===== config.mk =====
export PLATFORM = sky130hd
export DESIGN_NAME = sac_top
export DESIGN_NICKNAME = d
export VERILOG_FILES = /design/src/verilog/sac_pkg.sv /design/src/verilog/sac_bit_clock.sv /design/src/verilog/sac_top.sv
export SDC_FILE = /design/constraint.sdc
export NUM_CORES = 1
export LEC_CHECK = 0
export ABC_AREA = 1
export BUFFER_PORTS_ARGS = -buffer_cell sky130_fd_sc_hd__buf_2
export CAP_MARGIN = 20
export CORE_MARGIN = 4
export CORE_UTILIZATION = 48
export CTS_BUF_LIST = sky130_fd_sc_hd__clkbuf_16
export DETAILED_ROUTE_END_ITERATION = 8
export PLACE_DENSITY = 0.75
export SLEW_MARGIN = 20
export SYNTH_ARGS = -nofsm -noshare
export SYNTH_HDL_FRONTEND = slang
export SYNTH_SLANG_ARGS = --single-unit
export TNS_END_PERCENT = 10

===== constraint.sdc =====
create_clock -name clock -period 2.1 [get_ports clock]
set_input_delay 0.315 -clock clock [delete_from_list [all_inputs] [get_ports clock]]
set_output_delay 0.315 -clock clock [all_outputs]
set_load 0.01 [all_outputs]

===== src/verilog/sac_pkg.sv =====
// Package of register map, field layout, reset values and timing counts for the converter
package sac_pkg;
    localparam int ADDR_W = 8;
    localparam logic [7:0] OFF_CONTROL = 8'h00;
    localparam logic [7:0] OFF_ANALOG_SELECT = 8'h04;
    localparam logic [7:0] OFF_IRQ_FLAGS = 8'h0C;
    localparam logic [7:0] OFF_RESULT_HIGH = 8'h10;
    localparam logic [7:0] OFF_RESULT_LOW = 8'h14;
    localparam logic [7:0] OFF_PIN_DIRECTION = 8'h18;
    localparam logic [7:0] OFF_IRQ_ENABLES = 8'h8C;

    // Control register fields
    localparam int CTL_POWER = 0;
    localparam int CTL_REQUEST = 1;
    localparam int CTL_CHANNEL_LO = 2;
    localparam int CTL_REFERENCE = 6;
    localparam int CTL_JUSTIFY = 7;
    // Analog select register fields
    localparam int ASEL_PINS_LO = 0;
    localparam int ASEL_DIV_LO = 4;
    // Flag and enable bit of the conversion event
    localparam int IRQ_DONE = 6;

    localparam logic [7:0] RST_CONTROL = 8'h00;
    localparam logic [3:0] RST_ANALOG_PINS = 4'hF;
    localparam logic [2:0] RST_DIVIDER = 3'h0;
    localparam logic [3:0] RST_PIN_DIRECTION = 4'hF;
    localparam logic [7:0] RST_IRQ_FLAGS = 8'h00;
    localparam logic [7:0] RST_IRQ_ENABLES = 8'h00;

    localparam int RESULT_W = 10;
    localparam int CONVERT_PERIODS = 11;
    localparam int ABORT_PERIODS = 2;
    // One instruction cycle is four oscillator clocks
    localparam int INSTR_CLOCKS = 4;
    localparam logic [2:0] DIV_RC_MASK = 3'h3;

    typedef enum logic [2:0] {SAC_IDLE, SAC_START_DELAY, SAC_CONVERT, SAC_ABORT_WAIT} sac_state_e;
endpackage : sac_pkg


===== src/verilog/sac_bit_clock.sv =====
// Bit period tick generator: oscillator divider or synchronised dedicated RC clock
`timescale 1ns/1ps
module sac_bit_clock (
    input wire logic clock,
    input wire logic resetn,
    input wire logic run,
    input wire logic [2:0] divSelect,
    input wire logic rcClockPin,
    output logic bitTick
);
    logic [5:0] divCount;
    logic [2:0] rcSync;
    logic rcLevel;
    logic [2:0] exponent;
    logic [5:0] divLast;
    logic useRc;
    logic divDone;
    logic rcAgree;
    logic rcRise;

    // 000:/2 100:/4 001:/8 101:/16 010:/32 110:/64, x11 dedicated RC
    assign useRc = (divSelect & sac_pkg::DIV_RC_MASK) == sac_pkg::DIV_RC_MASK;
    assign exponent = {divSelect[1:0], divSelect[2]} + 3'h1;
    assign divLast = 6'((7'h01 << exponent) - 7'h01);
    assign divDone = divCount == divLast;
    assign rcAgree = rcSync[1] == rcSync[2];
    assign rcRise = rcAgree && rcSync[1] && !rcLevel;

    always_ff @(posedge clock)
    begin
        if (!resetn)
        begin
            rcSync <= 3'h0;
            rcLevel <= 1'b0;
        end
        else
        begin
            rcSync <= {rcSync[1:0], rcClockPin};
            if (rcAgree)
                rcLevel <= rcSync[1];
        end
    end

    always_ff @(posedge clock)
    begin
        if (!resetn || !run || divDone)
            divCount <= 6'h00;
        else
            divCount <= divCount + 6'h01;
    end

    always_ff @(posedge clock)
    begin
        if (!resetn)
            bitTick <= 1'b0;
        else
            bitTick <= run && (useRc ? rcRise : divDone); // [RL5]
    end
endmodule : sac_bit_clock


===== src/verilog/sac_top.sv =====
// Successive-approximation converter control with AHB-Lite register slave
// Notes on behaviour
// RL1: Convert chosen input by successive approximation into a 10-bit result.
// RL2: Exactly one of four inputs drives the sample-and-hold, per channel field.
// RL3: Reference select 1 uses external reference pin, 0 uses supply.
// RL4: A full conversion lasts exactly 11 bit periods; with the RC clock the first period is a partial one, giving 10 to 11.
// RL5: Divider field picks oscillator /2,/4,/8,/16,/32,/64 or the RC clock.
// RL6: Software must pick a bit period of at least 1.6 microseconds.
// RL7: Writing 1 to the request bit starts a conversion.
// RL8: On completion clear request, set done flag, interrupt if enabled.
// RL9: Clearing request mid-conversion aborts; result pair keeps previous value.
// RL10: After abort wait 2 bit periods, then acquire the selected channel.
// RL11: Software must not set request in the same write that powers on.
// RL12: Analog pin bit disables digital input; direction bit tri-states driver.
// RL13: Above 1 MHz oscillator, use RC clock only for conversions in sleep.
// RL14: Channel 00 to input 0 through 11 to input 3.
// RL15: Justify 1 right-justifies the result pair, 0 left-justifies it.
// RL16: Power 1 runs the converter, 0 shuts it off.
// RL17: With RC clock, wait one instruction cycle after request before converting.
// RL18: Done flag stays set until software clears it, not by a new start.
//
// Local design decision: register access over AHB-Lite.
`timescale 1ns/1ps
module sac_top #(
    parameter int RESULT_W = sac_pkg::RESULT_W
) (
    input wire logic clock,
    input wire logic resetn,
    input wire logic hsel,
    input wire logic [31:0] haddr,
    input wire logic [1:0] htrans,
    input wire logic hwrite,
    input wire logic [2:0] hsize,
    input wire logic [31:0] hwdata,
    input wire logic hready,
    output logic [31:0] hrdata,
    output logic hreadyout,
    output logic hresp,
    input wire logic compareHigh,
    input wire logic rcClockPin,
    output logic [3:0] channelEnable,
    output logic referenceExternal,
    output logic converterEnable,
    output logic sampleEnable,
    output logic [RESULT_W-1:0] trialCode,
    output logic [3:0] digitalInputDisable,
    output logic [3:0] pinHighZ,
    output logic irq
);
    logic [7:0] control;
    logic [3:0] analogPins;
    logic [2:0] divSelect;
    logic [3:0] pinDirection;
    logic [7:0] irqFlags;
    logic [7:0] irqEnables;
    logic [RESULT_W-1:0] result;
    logic [RESULT_W-1:0] probe;
    logic [3:0] periodCount;
    logic [2:0] delayCount;
    logic [2:0] cmpSync;
    logic cmpLevel;
    sac_pkg::sac_state_e state;
    sac_pkg::sac_state_e next_state;
    logic wrPending;
    logic [7:0] wrAddr;

    logic bitTick;
    logic addrPhase;
    logic rdAccept;
    logic wrAccept;
    logic [7:0] rdAddr;
    logic [31:0] rdData;
    logic [7:0] resultHigh;
    logic [7:0] resultLow;
    logic wrControl;
    logic wrAnalog;
    logic wrDirection;
    logic wrEnables;
    logic rdFlags;
    logic powerOn;
    logic request;
    logic useRc;
    logic clockRun;
    logic startNow;
    logic abortNow;
    logic lastPeriod;
    logic doneEvent;
    logic keepBit;
    logic [RESULT_W-1:0] decided;
    logic cmpAgree;
    logic stateHolds;
    logic [3:0] abortLast;

    // Bus decode: zero-wait slave, every transfer answered OKAY
    assign addrPhase = hsel && htrans[1] && hready;
    assign rdAccept = addrPhase && !hwrite;
    assign wrAccept = addrPhase && hwrite;
    assign rdAddr = {haddr[7:2], 2'b00};
    assign wrControl = wrPending && wrAddr == sac_pkg::OFF_CONTROL;
    assign wrAnalog = wrPending && wrAddr == sac_pkg::OFF_ANALOG_SELECT;
    assign wrDirection = wrPending && wrAddr == sac_pkg::OFF_PIN_DIRECTION;
    assign wrEnables = wrPending && wrAddr == sac_pkg::OFF_IRQ_ENABLES;
    assign rdFlags = rdAccept && rdAddr == sac_pkg::OFF_IRQ_FLAGS;

    assign powerOn = control[sac_pkg::CTL_POWER];
    assign request = control[sac_pkg::CTL_REQUEST];
    assign useRc = (divSelect & sac_pkg::DIV_RC_MASK) == sac_pkg::DIV_RC_MASK;

    // Result pair view depends on the justify bit
    assign resultHigh = control[sac_pkg::CTL_JUSTIFY] ? {6'h00, result[9:8]} : result[9:2];
    assign resultLow = control[sac_pkg::CTL_JUSTIFY] ? result[7:0] : {result[1:0], 6'h00}; // [RL15]

    always_comb
    begin
        rdData = 32'h0000_0000;
        case (rdAddr)
            sac_pkg::OFF_CONTROL: rdData = {24'h000000, control};
            sac_pkg::OFF_ANALOG_SELECT: rdData = {25'h0000000, divSelect, analogPins};
            sac_pkg::OFF_IRQ_FLAGS: rdData = {24'h000000, irqFlags};
            sac_pkg::OFF_RESULT_HIGH: rdData = {24'h000000, resultHigh};
            sac_pkg::OFF_RESULT_LOW: rdData = {24'h000000, resultLow};
            sac_pkg::OFF_PIN_DIRECTION: rdData = {28'h0000000, pinDirection};
            sac_pkg::OFF_IRQ_ENABLES: rdData = {24'h000000, irqEnables};
            default: rdData = 32'h0000_0000;
        endcase
    end

    always_ff @(posedge clock)
    begin
        if (!resetn)
        begin
            wrPending <= 1'b0;
            wrAddr <= 8'h00;
            hrdata <= 32'h0000_0000;
            hreadyout <= 1'b0;
            hresp <= 1'b0;
        end
        else
        begin
            wrPending <= wrAccept;
            wrAddr <= rdAddr;
            hreadyout <= 1'b1;
            hresp <= 1'b0;
            if (rdAccept)
                hrdata <= rdData;
        end
    end

    // Bit period source; it drops for the cycle of each state change so the divider
    // restarts and the abort wait lasts whole bit periods
    assign stateHolds = state == next_state;
    assign clockRun = stateHolds &&
        (state == sac_pkg::SAC_CONVERT || state == sac_pkg::SAC_ABORT_WAIT); // [RL10]

    sac_bit_clock u_bit_clock (
        .clock(clock),
        .resetn(resetn),
        .run(clockRun),
        .divSelect(divSelect),
        .rcClockPin(rcClockPin),
        .bitTick(bitTick)
    );

    // Comparator level from the analog side, filtered through three flops
    // The filter costs about four clocks; bit periods of four clocks or fewer decide on stale levels
    assign cmpAgree = cmpSync[1] == cmpSync[2];

    always_ff @(posedge clock)
    begin
        if (!resetn)
        begin
            cmpSync <= 3'h0;
            cmpLevel <= 1'b0;
        end
        else
        begin
            cmpSync <= {cmpSync[1:0], compareHigh};
            if (cmpAgree)
                cmpLevel <= cmpSync[1];
        end
    end

    // Sequencer
    assign startNow = state == sac_pkg::SAC_IDLE && request && powerOn; // [RL7]
    assign abortNow = !request || !powerOn; // [RL9]
    assign lastPeriod = periodCount == 4'(sac_pkg::CONVERT_PERIODS - 1); // [RL4]
    // RC phase runs free, so one extra tick keeps the abort wait at two whole periods
    assign abortLast = useRc ? 4'(sac_pkg::ABORT_PERIODS) : 4'(sac_pkg::ABORT_PERIODS - 1);
    assign doneEvent = state == sac_pkg::SAC_CONVERT && bitTick && lastPeriod && !abortNow;
    assign keepBit = cmpLevel;
    // Trial bit stays when the input is at or above the trial level
    assign decided = keepBit ? trialCode : (trialCode & ~probe); // [RL1]

    always_comb
    begin
        next_state = state;
        case (state)
            sac_pkg::SAC_IDLE:
                if (startNow)
                    next_state = useRc ? sac_pkg::SAC_START_DELAY : sac_pkg::SAC_CONVERT;
            sac_pkg::SAC_START_DELAY:
                if (abortNow)
                    next_state = sac_pkg::SAC_IDLE;
                else if (delayCount == 3'(sac_pkg::INSTR_CLOCKS - 1))
                    next_state = sac_pkg::SAC_CONVERT; // [RL17]
            sac_pkg::SAC_CONVERT:
                if (abortNow)
                    next_state = sac_pkg::SAC_ABORT_WAIT; // [RL10]
                else if (bitTick && lastPeriod)
                    next_state = sac_pkg::SAC_IDLE;
            sac_pkg::SAC_ABORT_WAIT:
                if (bitTick && periodCount == abortLast)
                    next_state = sac_pkg::SAC_IDLE; // [RL10]
            default: next_state = sac_pkg::SAC_IDLE;
        endcase
    end

    always_ff @(posedge clock)
    begin
        if (!resetn)
            state <= sac_pkg::SAC_IDLE;
        else
            state <= next_state;
    end

    always_ff @(posedge clock)
    begin
        if (!resetn || state != next_state)
        begin
            periodCount <= 4'h0;
            delayCount <= 3'h0;
        end
        else
        begin
            if (bitTick)
                periodCount <= periodCount + 4'h1;
            if (state == sac_pkg::SAC_START_DELAY)
                delayCount <= delayCount + 3'h1;
        end
    end

    // First period holds the sample, the next ten resolve one bit each
    always_ff @(posedge clock)
    begin
        if (!resetn)
        begin
            trialCode <= '0;
            probe <= '0;
        end
        else if (state != sac_pkg::SAC_CONVERT)
        begin
            trialCode <= '0;
            probe <= '0;
        end
        else if (bitTick && periodCount == 4'h0)
        begin
            trialCode <= {1'b1, {(RESULT_W-1){1'b0}}};
            probe <= {1'b1, {(RESULT_W-1){1'b0}}};
        end
        else if (bitTick)
        begin
            trialCode <= decided | (probe >> 1); // [RL1]
            probe <= probe >> 1;
        end
    end

    // Result only loads on a complete conversion
    always_ff @(posedge clock)
    begin
        if (!resetn)
            result <= '0;
        else if (doneEvent)
            result <= decided; // [RL1] [RL9]
    end

    // Software registers; hardware clears the request bit on completion
    always_ff @(posedge clock)
    begin
        if (!resetn)
        begin
            control <= sac_pkg::RST_CONTROL;
            analogPins <= sac_pkg::RST_ANALOG_PINS;
            divSelect <= sac_pkg::RST_DIVIDER;
            pinDirection <= sac_pkg::RST_PIN_DIRECTION;
            irqEnables <= sac_pkg::RST_IRQ_ENABLES;
        end
        else
        begin
            if (wrControl)
                control <= hwdata[7:0] & 8'hCF;
            else if (doneEvent)
                control[sac_pkg::CTL_REQUEST] <= 1'b0; // [RL8]
            if (wrAnalog)
            begin
                analogPins <= hwdata[sac_pkg::ASEL_PINS_LO +: 4];
                divSelect <= hwdata[sac_pkg::ASEL_DIV_LO +: 3];
            end
            if (wrDirection)
                pinDirection <= hwdata[3:0];
            if (wrEnables)
                irqEnables <= hwdata[7:0];
        end
    end

    // Sticky flags: read clears, a new event in that cycle wins
    always_ff @(posedge clock)
    begin
        if (!resetn)
            irqFlags <= sac_pkg::RST_IRQ_FLAGS;
        else if (doneEvent)
            irqFlags[sac_pkg::IRQ_DONE] <= 1'b1; // [RL8] [RL18]
        else if (rdFlags)
            irqFlags <= 8'h00; // [RL18]
    end

    // Analog side controls, all registered
    always_ff @(posedge clock)
    begin
        if (!resetn)
        begin
            channelEnable <= 4'h0;
            referenceExternal <= 1'b0;
            converterEnable <= 1'b0;
            sampleEnable <= 1'b0;
            digitalInputDisable <= sac_pkg::RST_ANALOG_PINS;
            pinHighZ <= sac_pkg::RST_PIN_DIRECTION;
            irq <= 1'b0;
        end
        else
        begin
            channelEnable <= powerOn ? 4'(4'h1 << control[sac_pkg::CTL_CHANNEL_LO +: 2]) : 4'h0; // [RL2] [RL14]
            referenceExternal <= control[sac_pkg::CTL_REFERENCE]; // [RL3]
            converterEnable <= powerOn; // [RL16]
            sampleEnable <= powerOn && (next_state == sac_pkg::SAC_IDLE ||
                next_state == sac_pkg::SAC_START_DELAY); // [RL10]
            digitalInputDisable <= analogPins; // [RL12]
            pinHighZ <= pinDirection; // [RL12]
            irq <= |(irqFlags & irqEnables); // [RL8]
        end
    end
endmodule : sac_top

==> flow_summary.yaml, run 1 <==
timing:
  slew_headroom: 0.609
  fmax_mhz: 511
  post-route-period-util: 0.931
  hold_viol_final: 0
  slew_violations: 0
  setup_viol: 0
  worst_pin_slew_ns: 0.586
  whs_ns: 0.103
  fin_skew_ns: 0.00759
  finalSetupTns_ns: 0
  period_minus_slack_ns: 1.96
grt:
  overflow: 0
  grt_pass1_vias: 4333
  grt_max_degree: 28
  grt_antenna_before_repair: 0
  grt_pass1_wl_mm: 20.3
  gr-usage-all-layers: 0.201
setup_path:
  worst_path_max_delay_cell: "dfxtp_1"
  crit_path_cell_trace: "inv_1 -> ha_1 -> nand3_1 -> ha_1 -> xnor2_1 -> nor2_1 -> nand2_1 -> nor2_1 -> nand2_1 -> nor2_4 -> nor3_1"
  crit_fanout: 6
  cp-start-kind: "flop"
  cp_top_family: "simple AND/OR/NAND/NOR gates"
  r2r_start: "divSelect[1]$_SDFFE_PN0P_"
  worstSetupPathType: "reg2reg"
  slowest_delay_ns: 0.32
  critPathArrivalTime_ns: 2.24
  critPathBufInv: 1
  cp-end-kind: "flop"
  crit_required_ns: 2.39
  crit_start: "divSelect[1]$_SDFFE_PN0P_"
drt:
  routedWlPerCell_um: 13.4
  vias_per_cell: 5.05
  num_vias: 4575
  drt-initial-drc-count: 270
  drt_first_pass_iters: 5
  postRouteAntennaNets: 0
  drc: 0
  routed_wl_mm: 12.1
synth:
  netlist_area_um2: 5110
  yosysWarnings: 0
  syn-instance-count: 689
  synth_area_leaders: "dfxtp_1 44%, nand2_1 11%, a21oi_1 5.8%, inv_1 5.4%, nor2_1 5.0%"
  yosys.area.top_type_share: 0.442
  ys_seq_elements: 113
  synthDistinctLibCells: 37
  synth_xor_xnor_area_share: 0.0171
  yosys.area.top_type: "dfxtp_1"
  synthAdderAreaFrac: 0.0245
  synth-compound-area-share: 0.135
  synth.area.mux_share: 0
  seq_area_frac_synth: 0.442
  synthSimpleGateAreaFrac: 0.269
  synth_top_family_by_area: "simple AND/OR/NAND/NOR gates"
  avgSynthCellArea_um2: 7.42
clock_tree:
  worst_skew_pair.late_latency_ns: 0.40
  hold_buffers: 0
  cts_buffer_depth: 2
  clk_pin_slew_worst_paths_ns: 0.05
  cts-buffers-inserted: 17
  htreeDepth: 4
  cts.sinks: 113
  cts_tree: "done"
  cts-root-buf: "clkbuf_16"
pwr:
  p_leak_nw: 2.67
  p_int_mw: 4.02
  switchingPower_mw: 1.03
  p_seq_frac: 0.431
  power.share.clock: 0.537
  pwr-share-comb: 0.033
  power.density_nw_per_um2: 834
  switching_share: 0.204
  vdd.ir_drop.worst_v: 0.000624
die:
  start_util: 0.493
  die_x_um: 111
  ios: 136
  die_h_um: 111
  num_rows: 37
  dieArea_um2: 12400
  core_um2: 10400
worst_hold_path:
  worstHoldPathType: "in2reg"
  min_from: "compareHigh"
job:
  maxCapViolCount: 0
place:
  numPortBuffers: 56
  post-dp-hpwl_mm: 9.06
  globalplace.congestion: 0.900
layout:
  layout_commonest_cell: "nand2_1"
  area_growth_pct: 18.2
  nets: 846
  antennaDiodeCount: 0
  drive_above_1_share: 0.165
  layout_common_cells: "153 x nand2_1, 113 x dfxtp_1, 77 x inv_1, 68 x nor2_1, 59 x a21oi_1"
status:
  status: "finished clean"
==> state kept, by name, summed over array words and instances (netlist names), 3 cells and up <==
name and cells:
probe 10, analogPins 4, wrAddr 6, digitalInputDisable 4
pinDirection 4, divSelect 3, state 3, delayCount 3
cmpSync 3, pinHighZ 4, periodCount 4, control 6
hrdata 8, u_bit_clock.rcSync 3, irqEnables 8, result 10
u_bit_clock.divCount 6, trialCode 10, channelEnable 4
==> power groups by stage <==
stage,logic [mW],registers [mW],clock network (mW)
after floorplan,0.133,2.21,0
after global placement,0.158,2.22,0
after detailed placement,0.161,2.22,0
after CTS,0.163,2.17,2.75
after global routing,0.185,2.17,2.87
final,0.164,2.17,2.71
==> tightest hold or removal path: cells and delay by family <==
kind                   cells  cell delay [ns]
and+or+nand+nor            1             0.04
buffers and inverters      2             0.12
==> kinds of logic after synthesis <==
family	after synthesis
and+or+nand+nor	307
AOI/OAI and AO/OA	126
buffers and inverters	122
DFF	113
xor gates and xnor gates	10
adders and majority gates	10
other	1
==> cell usage after synthesis, drive strengths merged <==
master,number
and2,1
o21bai,2
a31oi,2
xnor2,5
ha,10
nand3b,1
o22ai,2
clkinv,3
a211oi,5
inv,78
conb,1
nand2,159
buf,32
clkbuf,9
xor2,5
dfxtp,113
a21oi,59
nand4,12
nand3,43
nor3,17
o21ai,52
o211ai,4
nor2,74
==> area by class of cell <==
class                           instances  area (um2)
Clock inverter                         12         129
Inverter                               81         307
Timing Repair Buffer                   68         370
Tap cell                              136         170
Clock buffer                           17         425
Sequential cell                       113        2260
Fill cell                             983        4330
Multi-Input combinational cell        479        2380
==> routing by layer <==
layer  up-vias  routed length, um  track usage
met5         -                  0            0
met1      2124               5510        0.257
li1       2317                  -            -
met3        19                655       0.0557
met4         0                241       0.0819
met2       115               5740        0.319
==> path summary, 6_finish.rpt <==
| path | endpoint | slack (ns) | cells past startpoint |
|---|---|---|---|
| hold reg to reg | u_bit_clock.rcSync[1]$_SDFF_PN0_ | 0.41 | 2 |
| setup / recovery | u_bit_clock.divCount[0]$_SDFF_PP0_ | 0.14 | 11 |
| hold / removal | cmpSync[0]$_SDFF_PN0_ | 0.10 | 3 |
| setup reg to reg | u_bit_clock.divCount[0]$_SDFF_PP0_ | 0.14 | 11 |
==> metrics by stage <==
step	utilization	total power [mW]	instance area [um2]	std cells	setup slack, ns
after floorplan	-	2.35	5210	714	0.0746
after global placement	0.529	2.37	5490	877	0.112
after detailed placement	0.529	2.38	5490	877	0.0718
after CTS	0.582	5.08	6040	906	0.0583
after global routing	0.583	5.22	6040	906	-0.00266
final	0.583	5.04	6040	906	0.144
==> what timing repair did <==
action,CTS,global route
buffers inserted,0,0
gates resized for setup,0,1
setup endpoints to repair,0,6
No activity file was read; power rests on OpenSTA's default activity.
==> run 2, diff against run 1 <==
SYNTH_HIERARCHICAL = 1   (was unset)
==> run 2 against run 1 <==
Compared with the run above: core utilization is 0.80 points higher; combinational power hardly changed; cell count is 2.0% higher; clock power is 14% higher; die area is 0.13% higher; via count is 0.98% higher; synthesized area is 0.15% higher; register-to-register slack better by 0.13 ns; critical path type unchanged; largest cell class unchanged; largest power group unchanged; highest routed layer unchanged.
==> flow_summary.yaml, run 2 <==
drt:
  drt_first_pass_iters: 5
  drc: 0
  routed_wl_mm: 12.1
  postRouteAntennaNets: 0
  vias_per_cell: 5.00
  num_vias: 4620
  drt-initial-drc-count: 351
  routedWlPerCell_um: 13.1
grt:
  gr-usage-all-layers: 0.202
  grt_pass1_vias: 4368
  overflow: 0
  grt_antenna_before_repair: 0
  grt_pass1_wl_mm: 20.4
  grt_max_degree: 36
timing:
  worst_pin_slew_ns: 0.701
  whs_ns: 0.0884
  hold_viol_final: 0
  fmax_mhz: 549
  finalSetupTns_ns: 0
  setup_viol: 0
  slew_violations: 0
  fin_skew_ns: 0.00879
  post-route-period-util: 0.867
  period_minus_slack_ns: 1.82
  rsz0062_at_grt: "no"
  slew_headroom: 0.531
synth:
  seq_area_frac_synth: 0.442
  synth_area_leaders: "dfxtp_1 44%, nand2_1 10%, nor2_1 7.3%, inv_1 6.4%, a21oi_1 4.9%"
  ys_async_sr_fraction: 0
  synth-main-ff-cell: "dfxtp_1"
  avgSynthCellArea_um2: 7.25
  synth_enable_flop_cells: 0
  yosysWarnings: 6
  synth.most_common_cell: "nand2_1"
  netlist_area_um2: 5120
  yosys.area.top_type_share: 0.442
  synth_common_cells: "143 x nand2_1, 113 x dfxtp_1, 99 x nor2_1"
  ys_seq_elements: 113
  yosys.area.top_type: "dfxtp_1"
  synthDistinctLibCells: 31
  syn-instance-count: 707
worst_hold_path:
  worstHoldPathType: "in2reg"
  min_from: "rcClockPin"
clock_tree:
  clk_pin_slew_worst_paths_ns: 0.06
  cts-buffers-inserted: 17
  cts_tree: "done"
  cts.repair.resized: 0
  cts-root-buf: "clkbuf_16"
  post_cts_buffers: 0
  hold_buffers: 0
  htreeDepth: 4
  worst_skew_pair.late_latency_ns: 0.41
  cts.sinks: 113
  cts_buffer_depth: 2
setup_path:
  crit_start: "periodCount[0]$_SDFFE_PP0P_"
  crit_fanout: 6
  worstSetupPathType: "reg2reg"
  cp-start-kind: "flop"
  crit_required_ns: 2.40
  critPathArrivalTime_ns: 2.12
  cp-end-kind: "flop"
  r2r_start: "periodCount[0]$_SDFFE_PP0P_"
pwr:
  p_leak_nw: 2.81
  vdd.ir_drop.worst_v: 0.000649
  power.density_nw_per_um2: 888
  finalPower_mw: 5.44
place:
  place_area_um2: 5480
  place_inst: 892
  numPortBuffers: 56
  globalplace.congestion: 0.904
  post-dp-hpwl_mm: 8.56
layout:
  reg.largest.list: "probe (10), result (10), trialCode (10)"
  area_growth_pct: 19.6
  fill_cells: 940
  layout_common_cells: "143 x nand2_1, 113 x dfxtp_1, 99 x nor2_1, 89 x inv_1, 56 x buf_2"
  drive_above_1_share: 0.171
  post-route-cell-area_um2: 6130
  layout_commonest_cell: "nand2_1"
  stdcell_count: 924
  nets: 859
  antennaDiodeCount: 0
die:
  num_rows: 37
  start_util: 0.494
  die_h_um: 111
  die_x_um: 111
  ios: 136
  dieArea_um2: 12400
  core_um2: 10400
job:
  maxCapViolCount: 0
status:
  status: "finished clean"
-- run 2: cell count changes after synthesis, moves of 3 or more --
cell	before	now
a211oi_1	0	6
a211oi_2	5	2
a21oi_1	59	50
a21oi_2	0	5
inv_1	74	88
nand2_1	153	143
nand3_2	6	3
nand4_1	10	16
nor2_1	68	99
nor3_1	14	7
o21ai_0	48	40
xnor2_1	5	2
-- run 2: cell type report --
type,instances,area (um2),share of cell area
inverters,93,349,0.0570
multi-input cells,481,2320,0.379
clock inverters,15,218,0.0355
repair buffers,69,378,0.0617
flip-flops and latches,113,2260,0.369
well taps,136,170,0.0278
clock buffers,17,425,0.0694
-- run 2: stage by stage --
stage | util | setup slack (ns)
4_1_cts | 0.591 | 0.259
5_1_grt | 0.591 | 0.0264
2_1_floorplan | - | 0.574
3_5_place_dp | 0.529 | 0.268
3_3_place_gp | 0.529 | 0.356
6_report | 0.591 | 0.279
-- run 2: power breakdown --
part           internal (mW)  total [mW]  switching, mW  leakage, nW
clock                   2.10        3.10           1.00        0.322
sequential              2.16        2.17         0.0105        0.914
combinational         0.0435       0.166          0.123         1.57
total                   4.30        5.44           1.14         2.81
-- run 2: final timing paths --
path                                   endpoint  depth (start not counted)  slack, ns
max reg2reg  u_bit_clock/divCount[3]$_SDFF_PP0_                         11       0.28
min reg2reg    u_bit_clock/rcSync[1]$_SDFF_PN0_                          2       0.42
max          u_bit_clock/divCount[3]$_SDFF_PP0_                         11       0.28
min            u_bit_clock/rcSync[0]$_SDFF_PN0_                          3       0.09
-- run 2: cell families (layout without fill, tap and decap cells) --
family	Yosys count	in the layout	synth area share
AOI/OAI and AO/OA	112	112	0.121
xor gates and xnor gates	8	8	0.0137
adders and majority gates	8	8	0.0195
buffers and inverters	138	194	0.123
DFF	113	113	0.442
other	1	26	0.000732
and+or+nand+nor	327	327	0.280
-- run 2: routing by layer --
metal	global-route usage	up-vias	part of all wire
met4	0.0787	0	0.019
met5	0	-	0
met1	0.245	2086	0.42
met3	0.0617	22	0.074
li1	-	2340	-
met2	0.335	172	0.48
-- run 2: critical path: stages (launching register included) --
cell and delay [ns]:
dfxtp_1 0.32, inv_1 0.14, ha_1 0.17, nand4_1 0.18
o21ai_1 0.26, nand4_1 0.18, nand2_1 0.10, nor2_1 0.06
nand2_1 0.07, inv_1 0.06, nand2_2 0.12, nor2_1 0.05
